$ cat src/logic/fpes_map.vh
`ifndef FPES_MAP_VH
`define FPES_MAP_VH
// register byte offsets
`define FPES_OFS_CLKDIV 32'h0000_0000
`define FPES_OFS_CMD 32'h0000_0004
`define FPES_OFS_STAT 32'h0000_0008
`define FPES_OFS_INTST 32'h0000_000C
`define FPES_OFS_INTMSK 32'h0000_0010
`define FPES_OFS_CAPADDR 32'h0000_0014
`define FPES_OFS_CAPDATA 32'h0000_0018
// flash array window: paddr[31:16] selects, paddr[15:0] is the array address
`define FPES_ARRAY_HI 16'h0001
// status register bit positions
`define FPES_ST_CBEF 7
`define FPES_ST_CCF 6
`define FPES_ST_ACCERR 5
// clock divider fields
`define FPES_DIV_LOADED 7
`define FPES_DIV_PRE8 6
// interrupt status / mask bit positions
`define FPES_IRQ_DONE 0
`define FPES_IRQ_ERR 1
// command codes
`define FPES_CMD_BLANK 8'h05
`define FPES_CMD_BYTE 8'h20
`define FPES_CMD_BURST 8'h25
`define FPES_CMD_PAGE 8'h40
`define FPES_CMD_MASS 8'h41
// page of 512 bytes: low nine address bits are dropped for page erase
`define FPES_PAGE_MASK 16'hFE00
// array regions shadowed by ram and by the high page registers
`define FPES_RAM_LO 16'h0000
`define FPES_RAM_HI 16'h086F
`define FPES_HPR_LO 16'h1800
`define FPES_HPR_HI 16'h184F
// reset values
`define FPES_RST_DIV 8'h00
`define FPES_RST_MASK 2'h0
// operation lengths in divided flash clock ticks
`define FPES_T_BYTE 16'h0009
`define FPES_T_BURST 16'h0004
`define FPES_T_BLANK 16'h0010
`define FPES_T_PAGE 16'h0FA0
`define FPES_T_MASS 16'h4E20
`endif

$ cat src/logic/fpes_engine.v
`timescale 1ns/1ps
`include "fpes_map.vh"
module fpes_engine #(
	parameter [15:0] T_PAGE = `FPES_T_PAGE,
	parameter [15:0] T_MASS = `FPES_T_MASS
) (
	input wire pclk,
	input wire presetn,
	input wire start,
	input wire [7:0] cmd,
	input wire [15:0] addr,
	input wire [7:0] data,
	input wire [7:0] div,
	output reg busy_r,
	output reg done_r,
	output reg flash_prog_r,
	output reg flash_erase_r,
	output reg flash_mass_r,
	output reg flash_blank_r,
	output reg [15:0] flash_addr_r,
	output reg [7:0] flash_data_r
);
	reg [8:0] pcnt_r;
	reg [15:0] tcnt_r;
	wire [8:0] reload;
	wire tick;

	function [15:0] op_len;
		input [7:0] c;
		begin
			case (c)
				`FPES_CMD_BYTE: op_len = `FPES_T_BYTE;
				`FPES_CMD_BURST: op_len = `FPES_T_BURST;
				`FPES_CMD_PAGE: op_len = T_PAGE;
				`FPES_CMD_MASS: op_len = T_MASS;
				default: op_len = `FPES_T_BLANK;
			endcase
		end
	endfunction

	// one flash tick every (div[5:0]+1) bus cycles, times eight with the prescaler
	assign reload = div[`FPES_DIV_PRE8] ? {div[5:0], 3'b111} : {3'b000, div[5:0]};
	assign tick = (pcnt_r == 9'h000);

	always @(posedge pclk or negedge presetn) begin
		if (!presetn) begin
			busy_r <= 1'b0;
			done_r <= 1'b0;
			pcnt_r <= 9'h000;
			tcnt_r <= 16'h0000;
			flash_prog_r <= 1'b0;
			flash_erase_r <= 1'b0;
			flash_mass_r <= 1'b0;
			flash_blank_r <= 1'b0;
			flash_addr_r <= 16'h0000;
			flash_data_r <= 8'h00;
		end else begin
			done_r <= 1'b0;
			if (start && !busy_r) begin
				busy_r <= 1'b1;
				pcnt_r <= reload;
				tcnt_r <= op_len(cmd);
				flash_prog_r <= (cmd == `FPES_CMD_BYTE) || (cmd == `FPES_CMD_BURST);
				flash_erase_r <= (cmd == `FPES_CMD_PAGE) || (cmd == `FPES_CMD_MASS);
				flash_mass_r <= (cmd == `FPES_CMD_MASS);
				flash_blank_r <= (cmd == `FPES_CMD_BLANK);
				if (cmd == `FPES_CMD_PAGE)
					flash_addr_r <= addr & `FPES_PAGE_MASK;
				else
					flash_addr_r <= addr;
				// erase and blank check never present the captured data
				if ((cmd == `FPES_CMD_BYTE) || (cmd == `FPES_CMD_BURST))
					flash_data_r <= data;
				else
					flash_data_r <= 8'h00;
			end else if (busy_r) begin
				if (tick) begin
					pcnt_r <= reload;
					if (tcnt_r <= 16'h0001) begin
						busy_r <= 1'b0;
						done_r <= 1'b1;
						flash_prog_r <= 1'b0;
						flash_erase_r <= 1'b0;
						flash_mass_r <= 1'b0;
						flash_blank_r <= 1'b0;
					end else begin
						tcnt_r <= tcnt_r - 16'h0001;
					end
				end else begin
					pcnt_r <= pcnt_r - 9'h001;
				end
			end
		end
	end
endmodule // fpes_engine

$ cat src/logic/fpes_sequencer.v
`timescale 1ns/1ps
`include "fpes_map.vh"
module fpes_sequencer #(
	parameter [15:0] T_PAGE = `FPES_T_PAGE,
	parameter [15:0] T_MASS = `FPES_T_MASS
) (
	input wire pclk,
	input wire presetn,
	input wire psel,
	input wire penable,
	input wire pwrite,
	input wire [31:0] paddr,
	input wire [31:0] pwdata,
	output reg [31:0] prdata_r,
	output reg pready_r,
	output reg pslverr_r,
	output reg irq_r,
	output wire flash_prog_r,
	output wire flash_erase_r,
	output wire flash_mass_r,
	output wire flash_blank_r,
	output wire [15:0] flash_addr_r,
	output wire [7:0] flash_data_r
);
	localparam [1:0] ST_IDLE = 2'b00;
	localparam [1:0] ST_ADDR = 2'b01;
	localparam [1:0] ST_CMD = 2'b10;
	localparam [1:0] ST_BUSY = 2'b11;

	reg [1:0] state_r;
	reg [1:0] state_nxt;
	reg [7:0] div_r;
	reg [7:0] cmd_r;
	reg [15:0] cap_addr_r;
	reg [7:0] cap_data_r;
	reg accerr_r;
	reg [1:0] intst_r;
	reg [1:0] intmsk_r;
	reg launch_r;
	reg err_ev;
	reg do_launch;
	reg do_capture;
	reg do_cmd;
	wire eng_busy;
	wire eng_done;
	wire setup;
	wire access;
	wire wr;
	wire rd;
	wire arr_sel;
	wire [15:0] arr_addr;
	wire mapped;
	wire [7:0] stat;

	function is_valid_cmd;
		input [7:0] c;
		begin
			is_valid_cmd = (c == `FPES_CMD_BLANK) || (c == `FPES_CMD_BYTE) || (c == `FPES_CMD_BURST) ||
				(c == `FPES_CMD_PAGE) || (c == `FPES_CMD_MASS);
		end
	endfunction

	function shadowed;
		input [15:0] a;
		begin
			shadowed = ((a >= `FPES_RAM_LO) && (a <= `FPES_RAM_HI)) ||
				((a >= `FPES_HPR_LO) && (a <= `FPES_HPR_HI));
		end
	endfunction

	assign setup = psel && !penable && !pready_r;
	assign access = psel && penable && pready_r;
	assign wr = access && pwrite;
	assign rd = access && !pwrite;
	assign arr_sel = (paddr[31:16] == `FPES_ARRAY_HI);
	assign arr_addr = paddr[15:0];
	assign mapped = arr_sel || (paddr == `FPES_OFS_CLKDIV) || (paddr == `FPES_OFS_CMD) ||
		(paddr == `FPES_OFS_STAT) || (paddr == `FPES_OFS_INTST) || (paddr == `FPES_OFS_INTMSK) ||
		(paddr == `FPES_OFS_CAPADDR) || (paddr == `FPES_OFS_CAPDATA);
	assign stat = {(state_r != ST_BUSY), (state_r != ST_BUSY), accerr_r, 5'b00000};

	// sequence checker: decides what each register write does to the pending command
	always @* begin
		state_nxt = state_r;
		err_ev = 1'b0;
		do_launch = 1'b0;
		do_capture = 1'b0;
		do_cmd = 1'b0;
		if (state_r == ST_BUSY) begin
			if (eng_done)
				state_nxt = ST_IDLE;
		end
		if (wr && arr_sel) begin
			// a pending error or an unset divider refuses the sequence outright
			if ((state_r == ST_IDLE) && !accerr_r && div_r[`FPES_DIV_LOADED] && !shadowed(arr_addr)) begin
				do_capture = 1'b1;
				state_nxt = ST_ADDR;
			end else if (state_r != ST_BUSY) begin
				err_ev = 1'b1;
				state_nxt = ST_IDLE;
			end else begin
				err_ev = 1'b1;
			end
		end else if (wr && (paddr == `FPES_OFS_CMD)) begin
			if ((state_r == ST_ADDR) && is_valid_cmd(pwdata[7:0])) begin
				do_cmd = 1'b1;
				state_nxt = ST_CMD;
			end else begin
				err_ev = 1'b1;
				if (state_r != ST_BUSY)
					state_nxt = ST_IDLE;
			end
		end else if (wr && (paddr == `FPES_OFS_STAT)) begin
			if (pwdata[`FPES_ST_CBEF]) begin
				if (state_r == ST_CMD) begin
					do_launch = 1'b1;
					state_nxt = ST_BUSY;
				end else if (state_r == ST_ADDR) begin
					err_ev = 1'b1;
					state_nxt = ST_IDLE;
				end
			end else if ((state_r == ST_ADDR) || (state_r == ST_CMD)) begin
				err_ev = 1'b1;
				state_nxt = ST_IDLE;
			end
		end
	end

	always @(posedge pclk or negedge presetn) begin
		if (!presetn) begin
			state_r <= ST_IDLE;
			cmd_r <= 8'h00;
			cap_addr_r <= 16'h0000;
			cap_data_r <= 8'h00;
			launch_r <= 1'b0;
		end else begin
			state_r <= state_nxt;
			launch_r <= do_launch;
			if (do_capture) begin
				cap_addr_r <= arr_addr;
				cap_data_r <= pwdata[7:0];
			end
			if (do_cmd)
				cmd_r <= pwdata[7:0];
		end
	end

	// access error: a new error in the clearing cycle wins
	always @(posedge pclk or negedge presetn) begin
		if (!presetn) begin
			accerr_r <= 1'b0;
		end else if (err_ev) begin
			accerr_r <= 1'b1;
		end else if (wr && (paddr == `FPES_OFS_STAT) && pwdata[`FPES_ST_ACCERR]) begin
			accerr_r <= 1'b0;
		end
	end

	// divider: bit 7 records that software has set it up since reset
	always @(posedge pclk or negedge presetn) begin
		if (!presetn) begin
			div_r <= `FPES_RST_DIV;
		end else if (wr && (paddr == `FPES_OFS_CLKDIV) && (state_r != ST_BUSY) && !eng_busy) begin
			div_r <= {1'b1, pwdata[6:0]};
		end
	end

	// a read clears only the bits it reported, so an event at the setup edge is not lost
	always @(posedge pclk or negedge presetn) begin
		if (!presetn) begin
			intst_r <= 2'b00;
			intmsk_r <= `FPES_RST_MASK;
			irq_r <= 1'b0;
		end else begin
			intst_r[`FPES_IRQ_DONE] <= eng_done || (intst_r[`FPES_IRQ_DONE] &&
				!(rd && (paddr == `FPES_OFS_INTST) && prdata_r[`FPES_IRQ_DONE]));
			intst_r[`FPES_IRQ_ERR] <= err_ev || (intst_r[`FPES_IRQ_ERR] &&
				!(rd && (paddr == `FPES_OFS_INTST) && prdata_r[`FPES_IRQ_ERR]));
			if (wr && (paddr == `FPES_OFS_INTMSK))
				intmsk_r <= pwdata[1:0];
			irq_r <= |(intst_r & intmsk_r);
		end
	end

	// apb: no wait states, read data captured at the end of setup
	always @(posedge pclk or negedge presetn) begin
		if (!presetn) begin
			pready_r <= 1'b0;
			pslverr_r <= 1'b0;
			prdata_r <= 32'h0000_0000;
		end else if (setup) begin
			pready_r <= 1'b1;
			pslverr_r <= !mapped;
			if (pwrite || arr_sel) begin
				prdata_r <= 32'h0000_0000;
			end else if (paddr == `FPES_OFS_CLKDIV) begin
				prdata_r <= {24'h00_0000, div_r};
			end else if (paddr == `FPES_OFS_CMD) begin
				prdata_r <= {24'h00_0000, cmd_r};
			end else if (paddr == `FPES_OFS_STAT) begin
				prdata_r <= {24'h00_0000, stat};
			end else if (paddr == `FPES_OFS_INTST) begin
				prdata_r <= {30'h0000_0000, intst_r};
			end else if (paddr == `FPES_OFS_INTMSK) begin
				prdata_r <= {30'h0000_0000, intmsk_r};
			end else if (paddr == `FPES_OFS_CAPADDR) begin
				prdata_r <= {16'h0000, cap_addr_r};
			end else if (paddr == `FPES_OFS_CAPDATA) begin
				prdata_r <= {24'h00_0000, cap_data_r};
			end else begin
				prdata_r <= 32'h0000_0000;
			end
		end else begin
			pready_r <= 1'b0;
			pslverr_r <= 1'b0;
		end
	end

	fpes_engine #(
		.T_PAGE(T_PAGE),
		.T_MASS(T_MASS)
	) u_engine (
		.pclk(pclk),
		.presetn(presetn),
		.start(launch_r),
		.cmd(cmd_r),
		.addr(cap_addr_r),
		.data(cap_data_r),
		.div(div_r),
		.busy_r(eng_busy),
		.done_r(eng_done),
		.flash_prog_r(flash_prog_r),
		.flash_erase_r(flash_erase_r),
		.flash_mass_r(flash_mass_r),
		.flash_blank_r(flash_blank_r),
		.flash_addr_r(flash_addr_r),
		.flash_data_r(flash_data_r)
	);
endmodule // fpes_sequencer

$ cat config.mk
export PLATFORM = sky130hd
export DESIGN_NAME = fpes_sequencer
export DESIGN_NICKNAME = d
export VERILOG_FILES = /design/src/logic/fpes_engine.v /design/src/logic/fpes_sequencer.v
export VERILOG_INCLUDE_DIRS = /design/src /design/src/logic
export SDC_FILE = /design/constraint.sdc
export NUM_CORES = 1
export LEC_CHECK = 0
export ABC_AREA = 1
export BUFFER_PORTS_ARGS = -buffer_cell sky130_fd_sc_hd__clkbuf_2
export CAP_MARGIN = 20
export CORE_MARGIN = 3
export CORE_UTILIZATION = 50
export DETAILED_ROUTE_END_ITERATION = 8
export GPL_ROUTABILITY_DRIVEN = 0
export PLACE_DENSITY = 0.77
export SLEW_MARGIN = 5
export SYNTH_ARGS = -nofsm -noshare
export SYNTH_HDL_FRONTEND = slang
export SYNTH_SLANG_ARGS = --single-unit
$ cat constraint.sdc
create_clock -name pclk -period 1.7 [get_ports pclk]
set_input_delay 0.34 -clock pclk [delete_from_list [all_inputs] [get_ports pclk]]
set_output_delay 0.34 -clock pclk [all_outputs]
set_load 0.02 [all_outputs]
; Word level (Yosys, flattened, before mapping)
; Cells that the tools add are included.
[word_totals]
ff_bits = 138
input_bits = 69
output_inout_bits = 63
word_cells = 185
[op_classes]
n_addsub = 2
n_lt_le_gt_ge = 5
eq_ne = 22
muxes = 69
bitwise = 1
n_reduce_logical = 63
[op_table]
columns = operator, n
row1 = $mux 16, 11
row2 = $eq 32x5->1 const B, 3
row3 = $eq 32x4->1 const B, 2
row4 = $pmux 15 s4, 1
row5 = $mux 9, 5
row6 = $mux 1, 38
row7 = $eq 32x3->1 const B, 1
row8 = $eq 8x6->1 const B, 4
row9 = $eq 8x7->1 const B, 4
row10 = $logic_not 32->1, 1
row11 = $logic_and 1x1->1, 26
row12 = $mux 2, 12
row13 = $logic_or 1x1->1, 18
row14 = $eq 16x1->1 const B, 1
row15 = $eq 8x3->1 const B, 2
row16 = $ge 16x1->1 const B, 1
row17 = $ge 16x13->1 const B, 1
row18 = $le 16x1->1 const B, 1
row19 = $le 16x12->1 const B, 1
row20 = $le 16x13->1 const B, 1
row21 = $mux 8, 2
row22 = $sub 16x1->16 const B, 1
row23 = $logic_not 1->1, 9
row24 = $logic_not 9->1, 1
row25 = 10 further kinds, 15

; Logic depth before layout (Yosys ltp)
; Gate-level depths: netlist of the first run.
[logic_depth]
ltp_word = 10
ltp_mapped = 14

; Cells and area by module
; Synthesis of the first run repeated with hierarchy kept, for this count alone.
[unflattened]
hier_cells = 911
hier_area_um2 = 6929.1
[by_module_without_submodules]
columns = module, n_inst, cells_per_inst, area_per_inst_um2, seq_area_each_um2
row1 = fpes_sequencer, 1, 499, 3846.2, 1676.6
row2 = fpes_engine, 1, 412, 3083.0, 1376.3

; Worst setup path before layout of the first run
; Ideal clock, no wire load.
[synth_path]
kind = register -> register
start = register u_engine.pcnt_r[0]
end = register u_engine.tcnt_r[11]
setup_ps = 127
t_arrival_ps = 1592
setup_slack_ps = -19
path_stages_with_launch = 10
synth_period_minus_slack_ps = 1719
path_cell_list = dfrtp_1 inv_1 ha_1 nand4_1 nor2_2 nand3_2 nand2_2 nand2_1 nor2_1 a21oi_1
[synth_between]
elab_chain_cells = 3
[synth_rtl]
columns = item, line
row1 = start: declaration, fpes_engine.v:23  ; reg [8:0] pcnt_r;
row2 = start signal: assignment, fpes_engine.v:61  ; pcnt_r <= reload;
row3 = start signal: assignment, fpes_engine.v:78  ; pcnt_r <= reload;
row4 = start signal: assignment, fpes_engine.v:90  ; pcnt_r <= pcnt_r - 9'h001;
row5 = $logic_not 9->1, fpes_engine.v:43  ; assign tick = (pcnt_r == 9'h000);
row6 = $reduce_bool 2->1 (no line), --
row7 = $reduce_and 3->1 (no line), --
row8 = end signal: assignment, fpes_engine.v:62  ; tcnt_r <= op_len(cmd);
row9 = end signal: assignment, fpes_engine.v:87  ; tcnt_r <= tcnt_r - 16'h0001;
row10 = end: declaration, fpes_engine.v:24  ; reg [15:0] tcnt_r;
; Every way passes these cells.
; A chain may end at the register's enable or synchronous reset.

; Final worst setup path of the first run
[layout_path]
start = register u_engine.tcnt_r[1]
end = register u_engine.tcnt_r[9]
[layout_between]
elab_chain_cells = 5
elab_cells_between_ends = 8
cone_classes = add/sub (1) / order compare (1) / eq/ne (1) / mux (4) / reduce/logical (1)
[layout_rtl]
columns = item, line
row1 = $sub 16x1->16, fpes_engine.v:87
row2 = $mux 16, fpes_engine.v:79  ; if (tcnt_r <= 16'h0001) begin
row3 = $mux 16, fpes_engine.v:77  ; if (tick) begin
row4 = $mux 16, fpes_engine.v:76  ; end else if (busy_r) begin
row5 = $mux 16, fpes_engine.v:59  ; if (start && !busy_r) begin
; Several ways; a longest one is shown, not always the timed one. The select of a mux whose other input is x is not followed.

==> impl_metrics.ini, run 1 <==
[layout]
final_common_cell = nand2_1
diodes = 0
multiInputGateArea_mm2 = 0.00317
fin_nets = 1137
final.fill_count = 1024
drive_gt1_frac = 0.318
fin_area_mm2 = 0.00892
final_cell_mix = nand2_1, dfrtp_1, buf_4
fin_util = 0.702
area_growth_pct = 36.2
seq_area_mm2 = 0.00306

[die]
pin_count = 132
dieHeight_um = 121
initial_core_util = 0.515
coreArea_mm2 = 0.0127
rows = 41
die_w_um = 121
dieArea_mm2 = 0.0145

[run_status]
violations = setup timing
status = finished with violations

[cts]
clockBufferDepth = 2
cts_buffers = 17
insertion_delay_ns = 0.43
root_buffer = clkbuf_16
tritoncts = yes
clk_pin_slew_ns = 0.06
cts_sinks = 122
htree_levels = 4

[route]
first_pass_iters = 6
wl_um = 18700
num_vias = 6515
ant_nets = 0
drc = 0
drt_iter0_markers = 554
via_per_inst = 5.23
wl_per_cell_um = 15.0

[synthesis]
yosysUniqueCellTypes = 49
yosysSeqAreaShare = 0.466
synthCells = 847
synth_async_sr_flop_share = 1.00
postSynthAreaPerCell_um2 = 7.74
synth_edf_count = 0
synth_flop_cell = dfrtp_1
synthesis.area_mm2 = 0.00656
yosys_warnings = 0
synth-seq-cells = 122

[grt]
grt_overflow = 0
grt_max_degree = 54
grt_pass1_vias = 6049
antenna_found_initial = 0
grt_use_total = 0.254
grt_pass1_wl_um = 29200

[place]
place_area_mm2 = 0.00799
dp_hpwl_um = 13000
pre_cts_slack_ns = -0.175
io_buffers = 91

[min_path]
hold_path.class = input port to flop

[power]
powerDensity_mw_per_mm2 = 765
p_leak_nw = 4.64
vdd.ir_drop.worst_mv = 0.772

[worst_setup_path]
start_kind = flop
crit_path_end_kind = flop
cp_slowest_cell = dfrtp_1
path_delay_family = simple AND/OR/NAND/NOR gates
cp_data_arrival_time_ns = 2.10
critical_path_class = flop to flop
crit_buf_inv = 2
cp_max_fo = 5
max_stage_delay_ns = 0.40
crit_chain = inv_2 -> ha_2 -> o21ai_2 -> nor2_1 -> nand4_1 -> nand3_4 -> nand2_4 -> buf_4 -> nor2_1 -> a21oi_2
cp_common_cell = nor2_1
cp_data_required_time_ns = 2.01

[timing]
rsz0062_at_grt = yes
clock_skew_ns = 0.00754
period_needed_ns = 1.79
finalHoldViolCount = 0
max_freq_ghz = 0.558
fin_hold_ws_ns = 0.166
finalSetupViolCount = 13
maxSlewViolCount = 0
post-route-period-util = 1.05
fin_ws_ns = -0.0908

[job]
max_cap_viol_count = 0
-- routing by layer --
| metal | wire length, µm | track usage |
|---|---|---|
| met3 | 1090 | 0.0538 |
| met2 | 9250 | 0.419 |
| met1 | 7830 | 0.332 |
| met4 | 517 | 0.0907 |
| met5 | 0 | 0 |
-- path summary, 6_finish.rpt --
kind                            depth (start not counted)                      to  slack [ns]                    from
worst max-delay path                                   10      u_engine.tcnt_r[9]       -0.09      u_engine.tcnt_r[1]
worst min-delay path                                    3           cap_addr_r[1]        0.17                paddr[1]
worst max register to register                         10      u_engine.tcnt_r[9]       -0.09      u_engine.tcnt_r[1]
worst min register to register                          2  u_engine.flash_erase_r        0.47  u_engine.flash_erase_r
max in group asynchronous                               3      u_engine.tcnt_r[3]        0.75                 presetn
min in group asynchronous                               2     u_engine.tcnt_r[12]        0.37                 presetn
-- worst register-to-register path, cell delays in order, from the launching register on --
cell and delay, ns:
dfrtp_1 0.40, inv_2 0.11, ha_2 0.19, o21ai_2 0.05, nor2_1 0.09, nand4_1 0.23, nand3_4 0.18, nand2_4 0.08
buf_4 0.16, nor2_1 0.14, a21oi_2 0.04
-- cells by family (layout without fill, tap and decap cells) --
group,count (synthesis),count (layout),share of synthesized area
buffers and inverters,144,356,0.0960
AOI/OAI and AO/OA,141,141,0.126
xor gates and xnor gates,12,12,0.0160
DFF,122,122,0.466
other,1,16,0.000572
adders and majority gates,7,7,0.0134
and+or+nand+nor,420,420,0.283
-- cell type report --
class                      count  share of cell area
multi-input combinational    596               0.356
sequential                   122               0.342
timing repair buffer         217               0.168
clock buffer                  22              0.0520
inverter                     107              0.0451
tap                          172              0.0241
clock inverter                10              0.0133
-- per-stage QoR --
step | TNS, ns | cells | power [W]
floorplan | 0 | 862 | 0.00311
global placement | -4.10 | 1203 | 0.00330
detailed placement | -5.52 | 1203 | 0.00330
CTS | -0.0460 | 1240 | 0.00682
global route | -1.83 | 1246 | 0.00699
finish | -0.679 | 1246 | 0.00682
-- repair_timing --
action                                  CTS  global route
endpoints found under the setup margin   25            65
resized for setup                        28            58
hold buffers                              1             0
hold endpoints to repair                 19             0
buffers inserted                          4             6
pin swaps                                 9            18
-- cell usage after synthesis, drive strengths merged (9+ instances only) --
master / number / area share
o211ai: 9 / 0.010
dfrtp: 122 / 0.47
nor2: 94 / 0.061
o21ai: 96 / 0.080
clkbuf: 9 / 0.0052
nand2: 237 / 0.14
buf: 28 / 0.029
nor3: 15 / 0.012
nand4: 17 / 0.020
a21oi: 14 / 0.011
inv: 105 / 0.060
nand3: 40 / 0.034
-- flip-flops by register name (all words and copies together), names as in the netlist, 2 cells and up --
register,count
u_engine.flash_addr_r,16
u_engine.flash_data_r,8
state_r,2
u_engine.tcnt_r,16
prdata_r,16
intmsk_r,2
cap_data_r,8
div_r,8
u_engine.pcnt_r,9
intst_r,2
cap_addr_r,16
cmd_r,8
-- power breakdown --
| group | total, W | internal (W) | switching, W |
|---|---|---|---|
| Sequential | 0.00291 | 0.00291 | 0.00000164 |
| Clock | 0.00357 | 0.00223 | 0.00134 |
| Combinational | 0.000344 | 0.000127 | 0.000216 |
| Total | 0.00682 | 0.00527 | 0.00156 |
No activity file was read; power rests on OpenSTA's default activity.
==> run 2, diff against run 1 <==
- CORE_UTILIZATION: 50 -> 51
- SYNTH_HIERARCHICAL: not set -> 1
==> run 2 against run 1 <==
The flow now finishes without violations. Register-to-register slack improved by 0.12 ns. Highest routed layer unchanged. Fmax is 6.9% higher. Count of clock-buffer cells in the layout shrank 5. Clock skew is 0.0025 ns higher. Synthesized cell count rose by 7.6%. Core utilization fell by 2.2 points. Combinational power decreased by 6%. Via count increased by 1.2%. Critical path depth is 1 lower. First-iteration DRC count grew 19%. Power is 7.0% higher.
==> impl_metrics.ini, run 2 <==
[layout]
multiInputGateArea_mm2 = 0.00339
final_cell_mix = nand2_1, dfrtp_1, clkbuf_2
final_common_cell = nand2_1
seq_area_mm2 = 0.00305
fin_nets = 1150
diodes = 0
final.fill_count = 1043
area_growth_pct = 26.8
drive_gt1_frac = 0.273

[synthesis]
postSynthAreaPerCell_um2 = 7.61
synthesis.area_mm2 = 0.00693
synth_flop_cell = dfrtp_1
yosys-top-cells-count = nand2_1, dfrtp_1, inv_1
synth_top_area_frac = 0.441
synth_edf_count = 0
synth_async_sr_flop_share = 1.00
yosys_warnings = 6
yosysUniqueCellTypes = 50
synth_top_cell_by_area = dfrtp_1
synth-seq-cells = 122
synth_area_leaders = dfrtp_1, nand2_1, nand3_1, inv_1, nor2_1
synthCells = 911
yosysSeqAreaShare = 0.441
yosysMostFrequentCell = nand2_1

[timing]
fin_setup_tns_ns = 0
finalSetupViolCount = 0
period_needed_ns = 1.68
finalHoldViolCount = 0
post-route-period-util = 0.985
fin_hold_ws_ns = 0.139
rsz0062_at_grt = yes
clock_skew_ns = 0.0101
max_freq_ghz = 0.597
maxSlewViolCount = 0

[die]
rows = 41
dieHeight_um = 123
dieArea_mm2 = 0.0150
coreArea_mm2 = 0.0129
pin_count = 132
die_w_um = 123
initial_core_util = 0.536

[route]
wl_per_cell_um = 14.7
first_pass_iters = 5
drc = 0
ant_nets = 0
drt_iter0_markers = 657
via_per_inst = 5.24
wl_um = 18500
num_vias = 6594

[min_path]
hold_path.class = input port to flop
holdPathStages = 3

[grt]
antenna_found_initial = 0
grt_overflow = 0
grt_max_degree = 51
grt_pass1_wl_um = 29700
grt_use_total = 0.253
grt_pass1_vias = 6111

[cts]
root_buffer = clkbuf_16
tritoncts = yes
insertion_delay_ns = 0.43
htree_levels = 4
clockBufferDepth = 2
cts_buffers = 17
clk_pin_slew_ns = 0.06
cts_sinks = 122

[run_status]
status = complete, no violations

[worst_setup_path]
cp_data_arrival_time_ns = 1.99
path_delay_family = simple AND/OR/NAND/NOR gates
start_kind = flop
r2r_cells = 9
crit_chain = inv_2 -> ha_4 -> nand3_4 -> nor3_4 -> nand2_8 -> clkinvlp_4 -> nand2_1 -> nand2_1 -> nor2_1
critical_path_class = flop to flop
cp_slowest_cell = dfrtp_1
r2r_slack_ns = 0.02
crit_path_end_kind = flop
max_stage_delay_ns = 0.41
crit_buf_inv = 2
cp_common_cell = nand2_1
cp.depth = 9
cp_max_fo = 5
cp_data_required_time_ns = 2.01

[power]
vdd.ir_drop.worst_mv = 0.719
p_leak_nw = 4.76
powerDensity_mw_per_mm2 = 831

[place]
io_buffers = 91
dp_hpwl_um = 13200

[job]
max_cap_viol_count = 0
[run 2: changes by cell type in the layout (fill, tap and decap cells not counted), moves of 8 or more]
cell,previous run,this run
o21ai_0,47,39
buf_4,115,67
nand2_2,9,20
nand2_1,226,292
inv_6,0,8
nand3_1,36,69
o21ai_1,32,23
nor2_1,70,84
[run 2: through the flow]
step	cells	area [µm²]	power, W	setup WS (ns)	utilization
finish	1259	8780	0.00730	0.0247	0.680
detailed placement	1220	7970	0.00328	-0.157	0.617
global route	1259	8780	0.00750	-0.0518	0.680
global placement	1220	7970	0.00328	-0.111	0.617
floorplan	926	6990	0.00310	0.0323	-
CTS	1253	8640	0.00734	0.00149	0.668
[run 2: final cells by class]
cell class                      instances  share of cell area
Multi-Input combinational cell        668               0.385
Sequential cell                       122               0.348
Timing Repair Buffer                  164               0.123
Clock buffer                           17              0.0484
Inverter                              101              0.0443
Clock inverter                         15              0.0265
Tap cell                              172              0.0245
[run 2: routing by layer]
metal | vias to the layer above | routed length (µm) | track usage
met5 | - | 0 | 0
met4 | 0 | 299 | 0.0756
met3 | 30 | 1310 | 0.0558
met2 | 270 | 8880 | 0.407
met1 | 3076 | 8040 | 0.345
li1 | 3218 | - | -
[run 2: worst register-to-register path: cells and delay by family, from the launching register on]
family,cells,cell delay (ns)
simple gates,6,0.73
fa+ha+maj,1,0.16
flops,1,0.41
buf+inv,2,0.25
[run 2: timing repair]
item                       in CTS  in global routing
setup buffers                   0                  4
setup endpoints to repair       0                 34
hold buffers                    1                  0
hold endpoints to repair       14                  0
gates resized for setup         0                 29
[run 2: logic make-up after synthesis]
logic type / count (synthesis) / share of synthesized area
simple gates: 534 / 0.352
compound gates: 105 / 0.0937
mux: 2 / 0.00289
flops: 122 / 0.441
other cells: 1 / 0.000541
buf+inv: 138 / 0.0948
xor+xnor: 2 / 0.00253
fa+ha+maj: 7 / 0.0126
[run 2: worst paths after layout]
kind                                           start                        end
max                               u_engine/pcnt_r[0]         u_engine/tcnt_r[4]
min                                         paddr[9]              cap_addr_r[9]
max reg2reg                       u_engine/pcnt_r[0]         u_engine/tcnt_r[4]
min reg2reg                u_engine/flash_addr_r[12]  u_engine/flash_addr_r[12]
max in group asynchronous                    presetn              cap_addr_r[0]
min in group asynchronous                    presetn        u_engine/tcnt_r[15]
[run 2: report_power, final]
part | leakage (nW) | switching [W] | internal [W]
Sequential | 1.67 | 0.00000186 | 0.00291
Combinational | 2.77 | 0.000213 | 0.000112
Clock | 0.320 | 0.00143 | 0.00263
Total | 4.76 | 0.00165 | 0.00565
==> run 3, diff against run 2 <==
- BUFFER_PORTS_ARGS: -buffer_cell sky130_fd_sc_hd__clkbuf_2 -> not set
- CORE_UTILIZATION: 51 -> 55
- DONT_BUFFER_PORTS: not set -> 1
- PLACE_DENSITY: 0.77 -> 0.73
- RECOVER_POWER: not set -> 50
==> run 3 against run 2 <==
The flow now finishes with violations (hold timing). Combinational power decreased by 48%. Routed wire length decreased by 2.2%. Power decreased by 5.1%. Die area decreased by 6.9%. Flip-flop and latch count unchanged. Core utilization decreased by 0.99 points. Clock skew decreased by 0.0019 ns. Critical path type unchanged. Cell area decreased by 7.3%. Cell count decreased by 8.6%. Critical path depth unchanged.
==> impl_metrics.ini, run 3 (synthesized netlist as in run 2, its figures left out) <==
[run_status]
violations = hold timing
status = finished with violations

[die]
pin_count = 132
initial_core_util = 0.570
die_w_um = 118
dieHeight_um = 118
rows = 40
coreArea_mm2 = 0.0122
dieArea_mm2 = 0.0140

[power]
vdd.ir_drop.worst_mv = 1.10
switchingPower_w = 0.00147
power_frac_seq = 0.421
p_int_w = 0.00546
swShare = 0.212
power_w = 0.00693
power_frac_comb = 0.024
p_leak_nw = 4.28
powerDensity_mw_per_mm2 = 850
clkPwrFrac = 0.555

[grt]
grt_pass1_vias = 6001
grt_pass1_wl_um = 29400
grt_overflow = 0
grt_use_total = 0.264
grt_max_degree = 123
antenna_found_initial = 0

[layout]
drive_gt1_frac = 0.194
fin_nets = 1046
diodes = 0
fin_util = 0.670
final_cell_mix = nand2_1, dfrtp_1, inv_1
area_growth_pct = 17.5
final_common_cell = nand2_1

[route]
wl_um = 18100
via_per_inst = 5.41
first_pass_iters = 5
num_vias = 6232
ant_nets = 0
drt_iter0_markers = 625
drc = 0
wl_per_cell_um = 15.7

[timing]
fin_hold_ws_ns = -0.386
post-route-period-util = 0.978
fin_ws_ns = 0.0375
clock_skew_ns = 0.00814
max_freq_ghz = 0.602
period_needed_ns = 1.66
finalHoldViolCount = 122
finalSetupViolCount = 0
rsz0062_at_grt = yes
maxSlewViolCount = 0

[worst_setup_path]
setup.worst_path.end = cmd_r[2]
r2r-start = state_r[1]
cp_data_required_time_ns = 2.00
start_kind = flop
crit_path_end_kind = flop
critPathLaunch = state_r[1]
cp_data_arrival_time_ns = 1.96
timing.rr.end = cmd_r[2]
cp_max_fo = 8
critical_path_class = flop to flop
r2r_slack_ns = 0.04
r2r_cells = 9

[cts]
clk_pin_slew_ns = 0.06
cts_sinks = 122
tritoncts = yes
cts_buffers = 17
root_buffer = clkbuf_16
clockBufferDepth = 2
htree_levels = 4
insertion_delay_ns = 0.42

[job]
max_cap_viol_count = 0

[min_path]
hold_path.class = input port to async pin

[place]
dp_hpwl_um = 13100
pre_cts_slack_ns = -0.121
io_buffers = 0
==> run 3: changes by cell type in the layout (fill, tap and decap cells not counted), sizes merged <==
| cell | previous run | this run |
|---|---|---|
| bufinv | 5 | 4 |
| nand2 | 320 | 318 |
| buf | 73 | 61 |
| clkinv | 4 | 6 |
| inv | 105 | 101 |
| clkbuf | 107 | 19 |
| clkinvlp | 2 | 3 |
==> run 3: worst min-delay path by stage <==
stage             from             endpoint  slack, ns  cells after the start
3_3_place_gp   presetn  u_engine/tcnt_r[15]       0.05                      0
6_report       presetn   u_engine/tcnt_r[0]      -0.39                      0
5_1_grt        presetn   u_engine/tcnt_r[0]      -0.41                      0
4_1_cts        presetn   u_engine/tcnt_r[0]      -0.40                      0
3_5_place_dp   presetn  u_engine/tcnt_r[15]       0.05                      0
2_1_floorplan  presetn             accerr_r       0.04                      0
==> run 3: through the flow <==
stage / hold WS (ns) / TNS [ns] / area, µm² / instances
finish: -0.386 / 0 / 8140 / 1151
global route: -0.408 / -0.131 / 8140 / 1151
CTS: -0.402 / -0.00659 / 8000 / 1144
detailed placement: 0.0476 / -2.58 / 7360 / 1112
global placement: 0.0475 / -1.15 / 7360 / 1112
floorplan: 0.0444 / 0 / 6990 / 926
==> run 3: power groups by stage <==
stage | logic [W] | registers (W) | clock network [W]
floorplan | 0.000136 | 0.00297 | 0
global placement | 0.000159 | 0.00296 | 0
detailed placement | 0.000161 | 0.00296 | 0
CTS | 0.000163 | 0.00291 | 0.00389
global route | 0.000185 | 0.00291 | 0.00402
finish | 0.000169 | 0.00291 | 0.00384
==> run 3: layout make-up <==
type | count | area (µm²)
fillers | 1013 | 4020
multi-input cells | 666 | 3360
flip-flops and latches | 122 | 3050
repair buffers | 62 | 505
clock buffers | 19 | 443
inverters | 101 | 387
well taps | 168 | 210
clock inverters | 13 | 189
==> run 3: layer usage <==
layer | up-vias | share of wire | GRT usage
li1 | 3005 | - | -
met1 | 2938 | 0.43 | 0.348
met2 | 261 | 0.46 | 0.411
met3 | 28 | 0.087 | 0.0813
met4 | 0 | 0.018 | 0.0974
met5 | - | 0 | 0
==> run 3: critical path, cell delays in order, from the launching register on <==
cell and delay (ns):
dfrtp_1 0.41, inv_2 0.08, ha_4 0.13, inv_2 0.04, a211oi_2 0.22, nand4_1 0.17, nor2_2 0.19, nand2_4 0.14
nand2_2 0.11, o21ai_2 0.05
==> run 3: what timing repair did <==
item,CTS,global route
pin swaps,0,12
setup buffers,0,6
setup endpoints to repair,8,48
endpoints found under the hold margin,122,123
gates resized for setup,1,24
